File: src/logic/mnfsm_pkg.sv
package mnfsm_pkg;

  // ----------------------------------------------------------------
  // Register map
  // ----------------------------------------------------------------
  localparam int ADDR_W = 5;
  localparam logic [ADDR_W-1:0] CTRL_OFS = 5'h00;
  localparam logic [ADDR_W-1:0] FLAGS_OFS = 5'h04;
  localparam logic [ADDR_W-1:0] STATE_OFS = 5'h08;
  localparam logic [ADDR_W-1:0] IRQ_STAT_OFS = 5'h0C;
  localparam logic [ADDR_W-1:0] IRQ_MASK_OFS = 5'h10;

  localparam int CTRL_CMD_EN_BIT = 0;
  localparam logic [31:0] CTRL_RST = 32'h0000_0001;

  // Flag register field positions
  localparam int FLG_DECEL_UV = 0;
  localparam int FLG_HARD_UV = 1;
  localparam int FLG_ANY_UV = 2;
  localparam int FLG_SUPPLY_RST = 3;
  localparam int FLG_THERMAL_SD = 4;
  localparam int FLG_ELEC_FAULT = 5;
  localparam int FLG_ELEC_DEFECT = 6;
  localparam int FLG_TINFO_LSB = 8;

  // Values after reset
  localparam logic UV_RST = 1'b0;
  localparam logic SUPPLY_RST_RST = 1'b1;
  localparam logic THERMAL_SD_RST = 1'b0;

  // Temperature information codes
  localparam logic [1:0] TINFO_NORMAL = 2'h0;
  localparam logic [1:0] TINFO_SHUTDOWN = 2'h3;

  // Interrupt status and mask layout
  localparam int IRQ_W = 4;
  localparam int IRQ_UV = 0;
  localparam int IRQ_THERMAL = 1;
  localparam int IRQ_RECOVER = 2;
  localparam int IRQ_RESPONSE = 3;
  localparam logic [IRQ_W-1:0] IRQ_MASK_RST = 4'h0;

  typedef enum logic [10:0] {
    ST_STANDBY = 11'h001,
    ST_STOPPED = 11'h002,
    ST_MOVING_TO_TARGET = 11'h004,
    ST_DUAL_POSITION = 11'h008,
    ST_DECELERATING = 11'h010,
    ST_FORCED_STOP = 11'h020,
    ST_DECEL_DONE = 11'h040,
    ST_SHUTDOWN = 11'h080,
    ST_SLEEP = 11'h100,
    ST_UNDERVOLTAGE_FORCED = 11'h200,
    ST_UNDERVOLTAGE_OFF = 11'h400
  } mnfsm_state_t;

  typedef enum logic [2:0] {
    CMD_NONE = 3'h0,
    CMD_READ_POSITION = 3'h1,
    CMD_READ_OTP_PARAM = 3'h2,
    CMD_READ_SHORT_STATUS = 3'h3,
    CMD_READ_FULL_STATUS = 3'h4,
    CMD_OTHER = 3'h5
  } mnfsm_cmd_code_t;

  typedef struct packed {
    logic valid;
    mnfsm_cmd_code_t code;
  } mnfsm_cmd_t;

  typedef struct packed {
    logic valid;
    mnfsm_cmd_code_t code;
  } mnfsm_resp_t;

  typedef struct packed {
    logic valid;
    mnfsm_state_t target;
  } mnfsm_mot_req_t;

  typedef struct packed {
    logic vbb_le_decel;
    logic vbb_le_hard;
    logic vbb_le_lowest;
    logic [1:0] tinfo;
  } mnfsm_sense_t;

endpackage : mnfsm_pkg

File: src/logic/mnfsm_sync.sv
`timescale 1ns/10ps
module mnfsm_sync #(
  parameter int W = 1
) (
  input wire logic pclk,
  input wire logic presetn,
  input wire logic ce,
  input wire logic [W-1:0] d,
  output logic [W-1:0] q
);
  logic [W-1:0] s1_q;

  // First stage feeds the second stage only
  always_ff @(posedge pclk or negedge presetn)
  begin
    if (!presetn)
    begin
      s1_q <= '0;
      q <= '0;
    end
    else if (ce)
    begin
      s1_q <= d;
      q <= s1_q;
    end
  end
endmodule : mnfsm_sync

File: src/logic/mnfsm_sticky.sv
`timescale 1ns/10ps
module mnfsm_sticky #(
  parameter logic RST = 1'b0
) (
  input wire logic pclk,
  input wire logic presetn,
  input wire logic ce,
  input wire logic set,
  input wire logic clr,
  output logic flag_d,
  output logic flag_q
);
  // Set wins over a clear in the same cycle
  always_comb
  begin
    flag_d = flag_q;
    if (ce)
      flag_d = set | (flag_q & ~clr);
  end

  always_ff @(posedge pclk or negedge presetn)
  begin
    if (!presetn)
      flag_q <= RST;
    else
      flag_q <= flag_d;
  end
endmodule : mnfsm_sticky

File: src/logic/mnfsm_top.sv
// Overview of operation
// - Decel-stop undervoltage flag set at threshold, resets 0
// - Hard-stop undervoltage flag set at threshold, resets 0
// - Undervoltage flags clear on status header above lowest
// - Overall undervoltage flag is OR of both
// - Supply-reset flag set on power-up, cleared by status
// - Controller keeps eleven states, hold current, bridge off
// - Position and OTP reads answered except in decel done or sleep, state kept
// - Status read answers except in decel done, sleep, undervoltage off; standby/shutdown recover when clear
// - Electrical flag ORs hard undervoltage, defect, supply-reset
// - Thermal flag clears on status read, normal temperature
`timescale 1ns/10ps
module mnfsm_top (
  input wire logic pclk,
  input wire logic presetn,
  input wire logic ce,
  input wire logic [mnfsm_pkg::ADDR_W-1:0] paddr,
  input wire logic psel,
  input wire logic penable,
  input wire logic pwrite,
  input wire logic [31:0] pwdata,
  input wire logic [3:0] pstrb,
  output logic [31:0] prdata,
  output logic pready,
  output logic pslverr,
  input wire mnfsm_pkg::mnfsm_sense_t sense,
  input wire logic electrical_defect,
  input wire mnfsm_pkg::mnfsm_cmd_t cmd,
  input wire mnfsm_pkg::mnfsm_mot_req_t mot_req,
  output mnfsm_pkg::mnfsm_resp_t resp,
  output mnfsm_pkg::mnfsm_state_t state,
  output logic decel_stop_undervoltage_flag,
  output logic hard_stop_undervoltage_flag,
  output logic any_undervoltage_flag,
  output logic electrical_fault_flag,
  output logic thermal_shutdown_flag,
  output logic supply_reset_flag,
  output logic hold_current_en,
  output logic bridge_hiz,
  output logic irq
);
  import mnfsm_pkg::*;

  // ----------------------------------------------------------------
  // Sensor inputs
  // ----------------------------------------------------------------
  mnfsm_sense_t sns_s;
  logic [$bits(mnfsm_sense_t)-1:0] sns_raw;

  // Comparators and thermal sensor are analog, hence asynchronous
  mnfsm_sync #(.W($bits(mnfsm_sense_t))) u_sync (
    .pclk(pclk),
    .presetn(presetn),
    .ce(ce),
    .d(sense),
    .q(sns_raw)
  );
  assign sns_s = mnfsm_sense_t'(sns_raw);

  // ----------------------------------------------------------------
  // Command decode
  // ----------------------------------------------------------------
  logic [31:0] ctrl_q, ctrl_d;
  mnfsm_state_t state_q, state_d;
  mnfsm_resp_t resp_q, resp_d;
  logic cmd_fire, is_status, is_read, hdr, serve, read_ok, status_ok;

  assign cmd_fire = ce & cmd.valid & ctrl_q[CTRL_CMD_EN_BIT];
  assign is_status = (cmd.code == CMD_READ_SHORT_STATUS) | (cmd.code == CMD_READ_FULL_STATUS);
  assign is_read = (cmd.code == CMD_READ_POSITION) | (cmd.code == CMD_READ_OTP_PARAM);
  // No answer while decel done or asleep
  assign read_ok = (state_q != ST_DECEL_DONE) & (state_q != ST_SLEEP);
  assign status_ok = read_ok & (state_q != ST_UNDERVOLTAGE_OFF);
  // Header alone is enough to release undervoltage flags
  assign hdr = cmd_fire & is_status;
  assign serve = hdr & status_ok;

  // ----------------------------------------------------------------
  // Sticky flags
  // ----------------------------------------------------------------
  logic uv3_d, uv3_q, uv2_d, uv2_q, vdd_d, vdd_q, tsd_d, tsd_q;
  logic uv_clr, hs_d;

  assign uv_clr = hdr & ~sns_s.vbb_le_lowest;

  mnfsm_sticky #(.RST(UV_RST)) u_uv3 (
    .pclk(pclk),
    .presetn(presetn),
    .ce(ce),
    .set(sns_s.vbb_le_decel),
    .clr(uv_clr),
    .flag_d(uv3_d),
    .flag_q(uv3_q)
  );

  mnfsm_sticky #(.RST(UV_RST)) u_uv2 (
    .pclk(pclk),
    .presetn(presetn),
    .ce(ce),
    .set(sns_s.vbb_le_hard),
    .clr(uv_clr),
    .flag_d(uv2_d),
    .flag_q(uv2_q)
  );

  // Reset value carries the power-up indication
  mnfsm_sticky #(.RST(SUPPLY_RST_RST)) u_vdd (
    .pclk(pclk),
    .presetn(presetn),
    .ce(ce),
    .set(1'b0),
    .clr(serve),
    .flag_d(vdd_d),
    .flag_q(vdd_q)
  );

  mnfsm_sticky #(.RST(THERMAL_SD_RST)) u_tsd (
    .pclk(pclk),
    .presetn(presetn),
    .ce(ce),
    .set(sns_s.tinfo == TINFO_SHUTDOWN),
    .clr(serve & (sns_s.tinfo == TINFO_NORMAL)),
    .flag_d(tsd_d),
    .flag_q(tsd_q)
  );

  assign any_undervoltage_flag = uv2_q | uv3_q;
  assign electrical_fault_flag = uv2_q | electrical_defect | vdd_q;
  // Post-clear view used for the recovery decision
  assign hs_d = uv2_d | electrical_defect | vdd_d;
  assign decel_stop_undervoltage_flag = uv3_q;
  assign hard_stop_undervoltage_flag = uv2_q;
  assign thermal_shutdown_flag = tsd_q;
  assign supply_reset_flag = vdd_q;

  // ----------------------------------------------------------------
  // Main controller
  // ----------------------------------------------------------------
  logic recover;

  assign recover = serve & ((state_q == ST_STANDBY) | (state_q == ST_SHUTDOWN))
                   & ~tsd_d & ~hs_d;

  always_comb
  begin
    state_d = state_q;
    resp_d = '0;
    if (cmd_fire)
    begin
      resp_d.code = cmd.code;
      resp_d.valid = (is_read & read_ok) | (is_status & status_ok);
      if (recover)
        state_d = ST_STOPPED;
    end
    else if (ce & mot_req.valid)
    begin
      // Motion sequencer owns all other transitions
      unique case (mot_req.target)
        ST_STANDBY, ST_STOPPED, ST_MOVING_TO_TARGET, ST_DUAL_POSITION,
        ST_DECELERATING, ST_FORCED_STOP, ST_DECEL_DONE, ST_SHUTDOWN,
        ST_SLEEP, ST_UNDERVOLTAGE_FORCED, ST_UNDERVOLTAGE_OFF:
          state_d = mot_req.target;
        default:
          state_d = state_q;
      endcase
    end
    if (!ce)
      resp_d = resp_q;
  end

  always_ff @(posedge pclk or negedge presetn)
  begin
    if (!presetn)
    begin
      state_q <= ST_STANDBY;
      resp_q <= '0;
    end
    else
    begin
      state_q <= state_d;
      resp_q <= resp_d;
    end
  end

  assign state = state_q;
  assign resp = resp_q;
  assign hold_current_en = (state_q == ST_STOPPED);
  assign bridge_hiz = (state_q == ST_SHUTDOWN);

  // ----------------------------------------------------------------
  // Interrupts
  // ----------------------------------------------------------------
  logic [IRQ_W-1:0] irq_stat_q, irq_stat_d, irq_mask_q, irq_mask_d, ev;

  always_comb
  begin
    ev = '0;
    ev[IRQ_UV] = (uv2_d | uv3_d) & ~any_undervoltage_flag;
    ev[IRQ_THERMAL] = tsd_d & ~tsd_q;
    ev[IRQ_RECOVER] = cmd_fire & recover;
    ev[IRQ_RESPONSE] = ce & resp_d.valid;
  end

  assign irq = |(irq_stat_q & irq_mask_q);

  // ----------------------------------------------------------------
  // APB slave
  // ----------------------------------------------------------------
  logic [31:0] prdata_q, prdata_d, rd_mux;
  logic rdy_q, rdy_d, access, done, mapped, wr_ctrl, wr_mask, rd_stat;

  assign access = psel & penable;
  // Reads wait one captured cycle so clear-on-read never loses an event
  assign pready = ce & (pwrite | rdy_q);
  assign done = access & pready;
  assign mapped = (paddr == CTRL_OFS) | (paddr == FLAGS_OFS) | (paddr == STATE_OFS)
                  | (paddr == IRQ_STAT_OFS) | (paddr == IRQ_MASK_OFS);
  assign pslverr = access & ~mapped;
  assign prdata = prdata_q;
  assign wr_ctrl = done & pwrite & (paddr == CTRL_OFS) & pstrb[0];
  assign wr_mask = done & pwrite & (paddr == IRQ_MASK_OFS) & pstrb[0];
  assign rd_stat = done & ~pwrite & (paddr == IRQ_STAT_OFS);

  always_comb
  begin
    rd_mux = '0;
    unique case (paddr)
      CTRL_OFS: rd_mux = ctrl_q;
      FLAGS_OFS:
      begin
        rd_mux[FLG_DECEL_UV] = uv3_q;
        rd_mux[FLG_HARD_UV] = uv2_q;
        rd_mux[FLG_ANY_UV] = any_undervoltage_flag;
        rd_mux[FLG_SUPPLY_RST] = vdd_q;
        rd_mux[FLG_THERMAL_SD] = tsd_q;
        rd_mux[FLG_ELEC_FAULT] = electrical_fault_flag;
        rd_mux[FLG_ELEC_DEFECT] = electrical_defect;
        rd_mux[FLG_TINFO_LSB +: 2] = sns_s.tinfo;
      end
      STATE_OFS: rd_mux[10:0] = state_q;
      IRQ_STAT_OFS: rd_mux[IRQ_W-1:0] = irq_stat_q;
      IRQ_MASK_OFS: rd_mux[IRQ_W-1:0] = irq_mask_q;
      default: rd_mux = '0;
    endcase
  end

  always_comb
  begin
    prdata_d = prdata_q;
    rdy_d = rdy_q;
    ctrl_d = ctrl_q;
    irq_mask_d = irq_mask_q;
    irq_stat_d = irq_stat_q;
    if (done)
      rdy_d = 1'b0;
    else if (psel & ce & ~pwrite)
    begin
      rdy_d = 1'b1;
      prdata_d = rd_mux;
    end
    if (wr_ctrl)
      ctrl_d = {24'h00_0000, pwdata[7:0]};
    if (wr_mask)
      irq_mask_d = pwdata[IRQ_W-1:0];
    // Only bits the master actually saw are cleared; new events win
    if (rd_stat)
      irq_stat_d = irq_stat_q & ~prdata_q[IRQ_W-1:0];
    irq_stat_d = irq_stat_d | ev;
  end

  always_ff @(posedge pclk or negedge presetn)
  begin
    if (!presetn)
    begin
      prdata_q <= '0;
      rdy_q <= 1'b0;
      ctrl_q <= CTRL_RST;
      irq_mask_q <= IRQ_MASK_RST;
      irq_stat_q <= '0;
    end
    else
    begin
      prdata_q <= prdata_d;
      rdy_q <= rdy_d;
      ctrl_q <= ctrl_d;
      irq_mask_q <= irq_mask_d;
      irq_stat_q <= irq_stat_d;
    end
  end
endmodule : mnfsm_top

File: config.mk
export PLATFORM = sky130hd
export DESIGN_NAME = mnfsm_top
export DESIGN_NICKNAME = d
export VERILOG_FILES = /design/src/logic/mnfsm_pkg.sv /design/src/logic/mnfsm_sync.sv /design/src/logic/mnfsm_sticky.sv /design/src/logic/mnfsm_top.sv
export SDC_FILE = /design/constraint.sdc
export NUM_CORES = 1
export LEC_CHECK = 0
export BUFFER_PORTS_ARGS = -buffer_cell sky130_fd_sc_hd__buf_4
export CAP_MARGIN = 5
export CORE_UTILIZATION = 35
export CTS_CLUSTER_DIAMETER = 80
export DETAILED_ROUTE_END_ITERATION = 12
export PLACE_DENSITY = 0.68
export SETUP_SLACK_MARGIN = 0.1
export SLEW_MARGIN = 5
export SYNTH_ARGS = -nofsm -noshare
export SYNTH_HDL_FRONTEND = slang
export SYNTH_SLANG_ARGS = --single-unit
File: constraint.sdc
create_clock -name pclk -period 4.1 [get_ports pclk]
set_input_delay 0.82 -clock pclk [delete_from_list [all_inputs] [get_ports pclk]]
set_output_delay 0.82 -clock pclk [all_outputs]
set_load 0.05 [all_outputs]
# Word-level counts from Yosys, hierarchy flattened
# Cells that the tools add are included.
[totals]
regBits = 57
in_bits = 69
out_inout_bits = 58
elab_cells = 136
[classes]
eq_ne = 27
muxes = 18
bitwise = 68
n_reduce_logical = 9
[op_table]
columns = ["operator", "count"]
rows = [
  ["$mux W11", 4],
  ["$and A1 B1 Y1", 35],
  ["$eq A11 B1 Y1 const B", 2],
  ["$eq A11 B2 Y1 const B", 2],
  ["$eq A11 B8 Y1 const B", 2],
  ["$pmux W4 S5", 1],
  ["$or A1 B1 Y1", 18],
  ["$mux W4", 3],
  ["$eq A11 B10 Y1 const B", 1],
  ["$eq A11 B11 Y1 const B", 1],
  ["$eq A11 B3 Y1 const B", 1],
  ["$eq A11 B4 Y1 const B", 1],
  ["$eq A11 B5 Y1 const B", 1],
  ["$eq A11 B6 Y1 const B", 1],
  ["$eq A11 B7 Y1 const B", 1],
  ["$eq A11 B9 Y1 const B", 1],
  ["$ne A11 B11 Y1 const B", 1],
  ["$ne A11 B7 Y1 const B", 1],
  ["$ne A11 B9 Y1 const B", 1],
  ["$not A1 Y1", 11],
  ["$reduce_or A11 Y1", 1],
  ["$eq A5 B4 Y1 const B", 2],
  ["$pmux W3 S3", 1],
  ["$and A4 B4 Y4", 2],
  ["18 further kinds", 27],
]

# Longest topological paths before layout
[logic_depth]
word_depth = 14
mapped_depth = 8
mapped_depth_nobuf = 6

# Hierarchy
# Synthesis repeated with hierarchy kept, for this count alone.
[hier_totals]
hier_cells = 291
hier_area_um2 = 3074.2
[by_module_without_submodules]
columns = ["mod", "n_inst", "cells_per_inst", "area_per_inst_um2", "seq_area_each_um2"]
rows = [
  ["mnfsm_top", 1, 258, 2511.2, 1078.5],
  ["mnfsm_sync", 1, 21, 411.6, 250.2],
  ["mnfsm_sticky at u_tsd ...", 3, 3, 37.5, 25.0],
  ["mnfsm_sticky at u_vdd", 1, 3, 38.8, 26.3],
]

# Least setup slack after synthesis
# No wires, ideal clock.
[synth_path]
path_kind = "register -> output"
startpoint = "reg state_q[5] (netlist: state[5])"
endpoint = "out hold_current_en"
t_arrival_ns = 2.801
required_time_ns = 3.280
slack_ns = 0.479
path_stages_with_launch = 5
path_buffers = 0
path_cell_list = "dfrtp_1 > nor4_1 > nand2_1 > nor2_1 > nor4b_1"
[synth_via]
elab_chain_cells = 1
[synth_lines]
columns = ["element", "line", "rtl"]
rows = [
  ["start: declaration", "mnfsm_top.sv:64", "mnfsm_state_t state_q, state_d;"],
  ["start signal: assignment", "mnfsm_top.sv:180", "state_q <= state_d;"],
  ["$eq A11 B2 Y1", "mnfsm_top.sv:187", "assign hold_current_en = (state_q == ST_STOPPED);"],
  ["end: declaration", "mnfsm_top.sv:38", "output logic hold_current_en,"],
]
# No other way between the ends.

# Worst setup path in the final report
# Ends and elaborated chain as after synthesis.

==> impl_metrics.prom <==
# TYPE chip_impl_metric gauge
chip_impl_metric{name="place.gp.congestion",unit=""} 0.868
chip_impl_metric{name="number_of_search_and_repair_iterations_in_the_first_detailed_routing_pass",unit=""} 7
chip_impl_metric{name="finalSetupViolations",unit=""} 0
chip_impl_metric{name="detailroute.via_count",unit=""} 2443
chip_impl_metric{name="post_cts.resized_instances",unit=""} 0
chip_impl_metric{name="final_max_tran_viols",unit=""} 0
chip_impl_metric{name="cts_max_path_buffers",unit=""} 2
chip_impl_metric{name="p_leak",unit="nW"} 1.76
chip_impl_metric{name="synth-seq-area-share",unit="%"} 47.9
chip_impl_metric{name="globalRoute.totalOverflow",unit=""} 0
chip_impl_metric{name="wire_per_inst",unit="um"} 15.5
chip_impl_metric{name="grt_pass1_wl",unit="um"} 12100
chip_impl_info{name="clock_tree_from_tritoncts",value="built"} 1
chip_impl_metric{name="count_of_flip_flops_with_a_built_in_enable_after_synthesis",unit=""} 0
chip_impl_metric{name="io_pins",unit=""} 127
chip_impl_metric{name="synth_warnings",unit=""} 0
chip_impl_metric{name="final_layout_size_suffix_gt1_share",unit="%"} 30.0
chip_impl_metric{name="synth.distinct_cells",unit=""} 54
chip_impl_metric{name="fin_skew",unit="ns"} 0.00887
chip_impl_metric{name="cts_hold_buf",unit=""} 0
chip_impl_metric{name="route.detailed.drc",unit=""} 0
chip_impl_metric{name="synth-compound-area-share",unit="%"} 18.2
chip_impl_metric{name="grt_use_met2",unit="%"} 27.8
chip_impl_metric{name="clkSinkCount",unit=""} 57
chip_impl_metric{name="routed_wl",unit="um"} 7420
chip_impl_info{name="synth_ff_type",value="sky130_fd_sc_hd__dfrtp_1"} 1
chip_impl_metric{name="core_area",unit="sq um"} 8220
chip_impl_info{name="hp-class",value="reg2reg"} 1
chip_impl_metric{name="post_drt_via_cell_ratio",unit=""} 5.11
chip_impl_info{name="critical_path.startpoint_type",value="flip-flop"} 1
chip_impl_metric{name="drt_iter0_markers",unit=""} 173
chip_impl_metric{name="post_synthesis_share_of_cell_area_spent_on_full_adders_half_adders_and_majority_gates",unit="%"} 0
chip_impl_metric{name="hpwlAfterDp",unit="um"} 5630
chip_impl_info{name="rsz0062_at_grt",value="no"} 1
chip_impl_metric{name="mux_cell_area_share_after_synthesis",unit="%"} 9.64
chip_impl_metric{name="grt_use_met1",unit="%"} 24.0
chip_impl_metric{name="synth-simple-area-share",unit="%"} 14.0
chip_impl_metric{name="timing.final.ws_setup",unit="ns"} 1.29
chip_impl_metric{name="syn2layout_area_growth",unit="%"} 25.7
chip_impl_metric{name="max-cap-violations",unit=""} 0
chip_impl_metric{name="slew-limit-headroom",unit="%"} 47.0
chip_impl_metric{name="synthesis.area",unit="sq um"} 2980
chip_impl_metric{name="final_nets",unit=""} 437
chip_impl_metric{name="clk_transition_reported_paths",unit="ns"} 0.07
chip_impl_metric{name="number_of_antenna_violations_at_the_first_check_in_global_routing",unit=""} 0
chip_impl_metric{name="number_of_global_route_vias_before_repair",unit=""} 2346
chip_impl_metric{name="slew_worst_pin",unit="ns"} 0.791
chip_impl_metric{name="critical_path.max_fanout",unit=""} 5
chip_impl_info{name="criticalPathCategory",value="reg2out"} 1
chip_impl_info{name="timing.rr.start",value="state[6]$_DFFE_PN0P_"} 1
chip_impl_metric{name="cts_buffers",unit=""} 9
chip_impl_metric{name="syn_inst",unit=""} 291
chip_impl_info{name="outcome",value="complete, no violations"} 1
chip_impl_info{name="crit_path_end_kind",value="output port"} 1
chip_impl_metric{name="timing.critical_path.required",unit="ns"} 3.28
chip_impl_metric{name="synth-seq-cells",unit=""} 57
chip_impl_metric{name="fin_crit_sh",unit="%"} 68.5
chip_impl_metric{name="grt.met3_usage",unit="%"} 5.56
chip_impl_metric{name="worstSkewPairLatency",unit="ns"} 0.33
chip_impl_info{name="cts_root_buffer_type",value="sky130_fd_sc_hd__clkbuf_8"} 1
chip_impl_info{name="largest_family_of_logic_cells_by_synthesized_area",value="compound AO/OA/AOI/OAI gates"} 1
chip_impl_metric{name="layout_min_cycle_time",unit="ns"} 2.81
chip_impl_metric{name="insertedDiodeCount",unit=""} 0
chip_impl_metric{name="async_flop_share",unit="%"} 100
chip_impl_metric{name="fin_setup_tns",unit="ns"} 0
chip_impl_metric{name="avgSynthCellArea",unit="sq um"} 10.3
chip_impl_metric{name="rows",unit=""} 33
chip_impl_metric{name="placement.setup.worst_slack",unit="ns"} 1.19
chip_impl_metric{name="ant_nets",unit=""} 0
chip_impl_metric{name="synth-xor-area-share",unit="%"} 1.47
chip_impl_metric{name="h-tree-depth",unit=""} 3
chip_impl_metric{name="design.die.area",unit="sq um"} 8900
chip_impl_metric{name="post_cts_buffers",unit=""} 0
chip_impl_metric{name="die_h",unit="um"} 94.3
chip_impl_metric{name="grt.total_usage",unit="%"} 17.9
chip_impl_metric{name="power_per_cell_area",unit="nW/um^2"} 369
chip_impl_metric{name="io_buffers",unit=""} 78
chip_impl_metric{name="clock.fmax",unit="GHz"} 0.356
chip_impl_metric{name="final_hold_viol_count",unit=""} 0
chip_impl_metric{name="grt_max_degree",unit=""} 58
chip_impl_metric{name="floorplan.initialDensity",unit="%"} 36.3
chip_impl_info{name="hold_crit_start",value="prdata[10]$_DFFE_PN0P_"} 1
chip_impl_info{name="grt-busiest-layer",value="met2"} 1
chip_impl_info{name="worstSetupStartpoint",value="state[5]$_DFFE_PN0P_"} 1
chip_impl_metric{name="worst_ep_arrival_time",unit="ns"} 1.99
chip_impl_metric{name="irDropWorstVdd",unit="mV"} 0.190
chip_impl_metric{name="die_x",unit="um"} 94.3
state kept, by name (all words and copies together), names as in the netlist:
signal,flops
u_uv2.flag_q,1
resp,4
irq_mask_q,4
u_sync.q,5
state,11
ctrl_q,8
u_sync.s1_q,5
rdy_q,1
prdata,11
u_tsd.flag_q,1
u_uv3.flag_q,1
u_vdd.flag_q,1
irq_stat_q,4
worst max-delay path, stage by stage, from the launching register on:
cell and delay (ns):
sky130_fd_sc_hd__dfrtp_1 0.46, sky130_fd_sc_hd__nor4_1 0.38, sky130_fd_sc_hd__nand2_1 0.13, sky130_fd_sc_hd__nor2_1 0.13, sky130_fd_sc_hd__nor4b_1 0.30, sky130_fd_sc_hd__buf_4 0.27
layer usage:
layer / wire [um] / vias up
li1: - / 1175
met5: 0 / -
met2: 3620 / 89
met1: 3270 / 1177
met4: 20 / 0
met3: 513 / 2
cell usage after synthesis, types with 2 or more instances:
cell type | count | share of area [%]
sky130_fd_sc_hd__a211oi_2 | 2 | 0.84
sky130_fd_sc_hd__a21oi_1 | 7 | 1.2
sky130_fd_sc_hd__a221oi_1 | 3 | 0.88
sky130_fd_sc_hd__a222oi_1 | 2 | 0.67
sky130_fd_sc_hd__a22o_1 | 12 | 3.5
sky130_fd_sc_hd__a22oi_1 | 6 | 1.5
sky130_fd_sc_hd__a31oi_1 | 2 | 0.42
sky130_fd_sc_hd__and2_1 | 2 | 0.42
sky130_fd_sc_hd__and3_1 | 2 | 0.42
sky130_fd_sc_hd__and4_1 | 2 | 0.59
sky130_fd_sc_hd__buf_4 | 22 | 5.5
sky130_fd_sc_hd__clkbuf_1 | 8 | 1.0
sky130_fd_sc_hd__dfrtp_1 | 54 | 45
sky130_fd_sc_hd__dfstp_2 | 3 | 2.6
sky130_fd_sc_hd__inv_1 | 12 | 1.5
sky130_fd_sc_hd__mux2_1 | 12 | 4.5
sky130_fd_sc_hd__mux2_2 | 10 | 3.8
sky130_fd_sc_hd__mux2i_1 | 4 | 1.3
sky130_fd_sc_hd__nand2_1 | 30 | 3.8
sky130_fd_sc_hd__nand3_1 | 7 | 1.2
sky130_fd_sc_hd__nand3b_1 | 2 | 0.50
sky130_fd_sc_hd__nand4_1 | 2 | 0.42
sky130_fd_sc_hd__nor2_1 | 9 | 1.1
sky130_fd_sc_hd__nor2b_1 | 2 | 0.42
sky130_fd_sc_hd__nor3_1 | 8 | 1.3
sky130_fd_sc_hd__nor3b_1 | 5 | 1.3
sky130_fd_sc_hd__nor4_1 | 3 | 0.63
sky130_fd_sc_hd__o211ai_1 | 2 | 0.50
sky130_fd_sc_hd__o21ai_0 | 18 | 3.0
sky130_fd_sc_hd__o21ai_1 | 7 | 1.2
sky130_fd_sc_hd__o22ai_1 | 4 | 0.84
sky130_fd_sc_hd__xor2_1 | 5 | 1.5
path summary, 6_finish.rpt:
path	end	slack [ns]	cells past startpoint
worst min-delay path	prdata[10]$_DFFE_PN0P_	0.48	2
worst min register to register	prdata[10]$_DFFE_PN0P_	0.48	2
worst max-delay path	hold_current_en	1.29	5
min in group asynchronous	irq_mask_q[0]$_DFFE_PN0P_	0.54	1
worst max register to register	state[1]$_DFFE_PN0P_	1.80	6
max in group asynchronous	ctrl_q[7]$_DFFE_PN0P_	3.09	1
final cells by class:
type                    instances  area (sq um)
clock buffers                  11           131
clock inverters                 5          56.3
fillers                       790          4460
inverters                      13          48.8
multi-input cells             209          1370
flip-flops and latches         57          1430
well taps                     105           131
repair buffers                 78           586
layout by cell type, fill, tap and decap left out, drive strengths merged, types with 5 or more instances in the layout:
cell / synthesis / final
o21ai: 25 / 25
nor2: 9 / 9
buf: 24 / 78
a21oi: 7 / 7
dfrtp: 54 / 54
nand3: 7 / 7
inv: 13 / 13
mux2: 22 / 22
nor3b: 5 / 5
nor3: 8 / 8
a22oi: 7 / 7
conb: 1 / 21
a22o: 12 / 12
nand2: 30 / 30
clkbuf: 8 / 11
xor2: 5 / 5
power by group:
part | internal, mW | total [mW] | switching (mW) | leakage (nW)
Clock | 0.280 | 0.498 | 0.218 | 0.0933
Combinational | 0.0858 | 0.253 | 0.167 | 0.939
Sequential | 0.597 | 0.635 | 0.0378 | 0.729
stage by stage:
step	instances	instance area, sq um	hold slack (ns)	power (mW)	util (%)
5_1_grt	478	3750	0.496	1.45	45.7
4_1_cts	478	3750	0.481	1.40	45.7
2_1_floorplan	311	3060	0.457	0.813	-
3_5_place_dp	462	3560	0.466	0.899	43.4
3_3_place_gp	462	3560	0.469	0.893	43.4
6_report	478	3750	0.479	1.39	45.7
cells by family (layout without fill, tap and decap cells):
| kind of cell | after synthesis | count (layout) |
|---|---|---|
| other cells | 1 | 21 |
| simple gates | 81 | 81 |
| compound gates | 76 | 76 |
| mux | 26 | 26 |
| xor+xnor | 5 | 5 |
| flops | 57 | 57 |
| buf+inv | 45 | 107 |
Note: power is estimated with default switching activity, not from simulation.
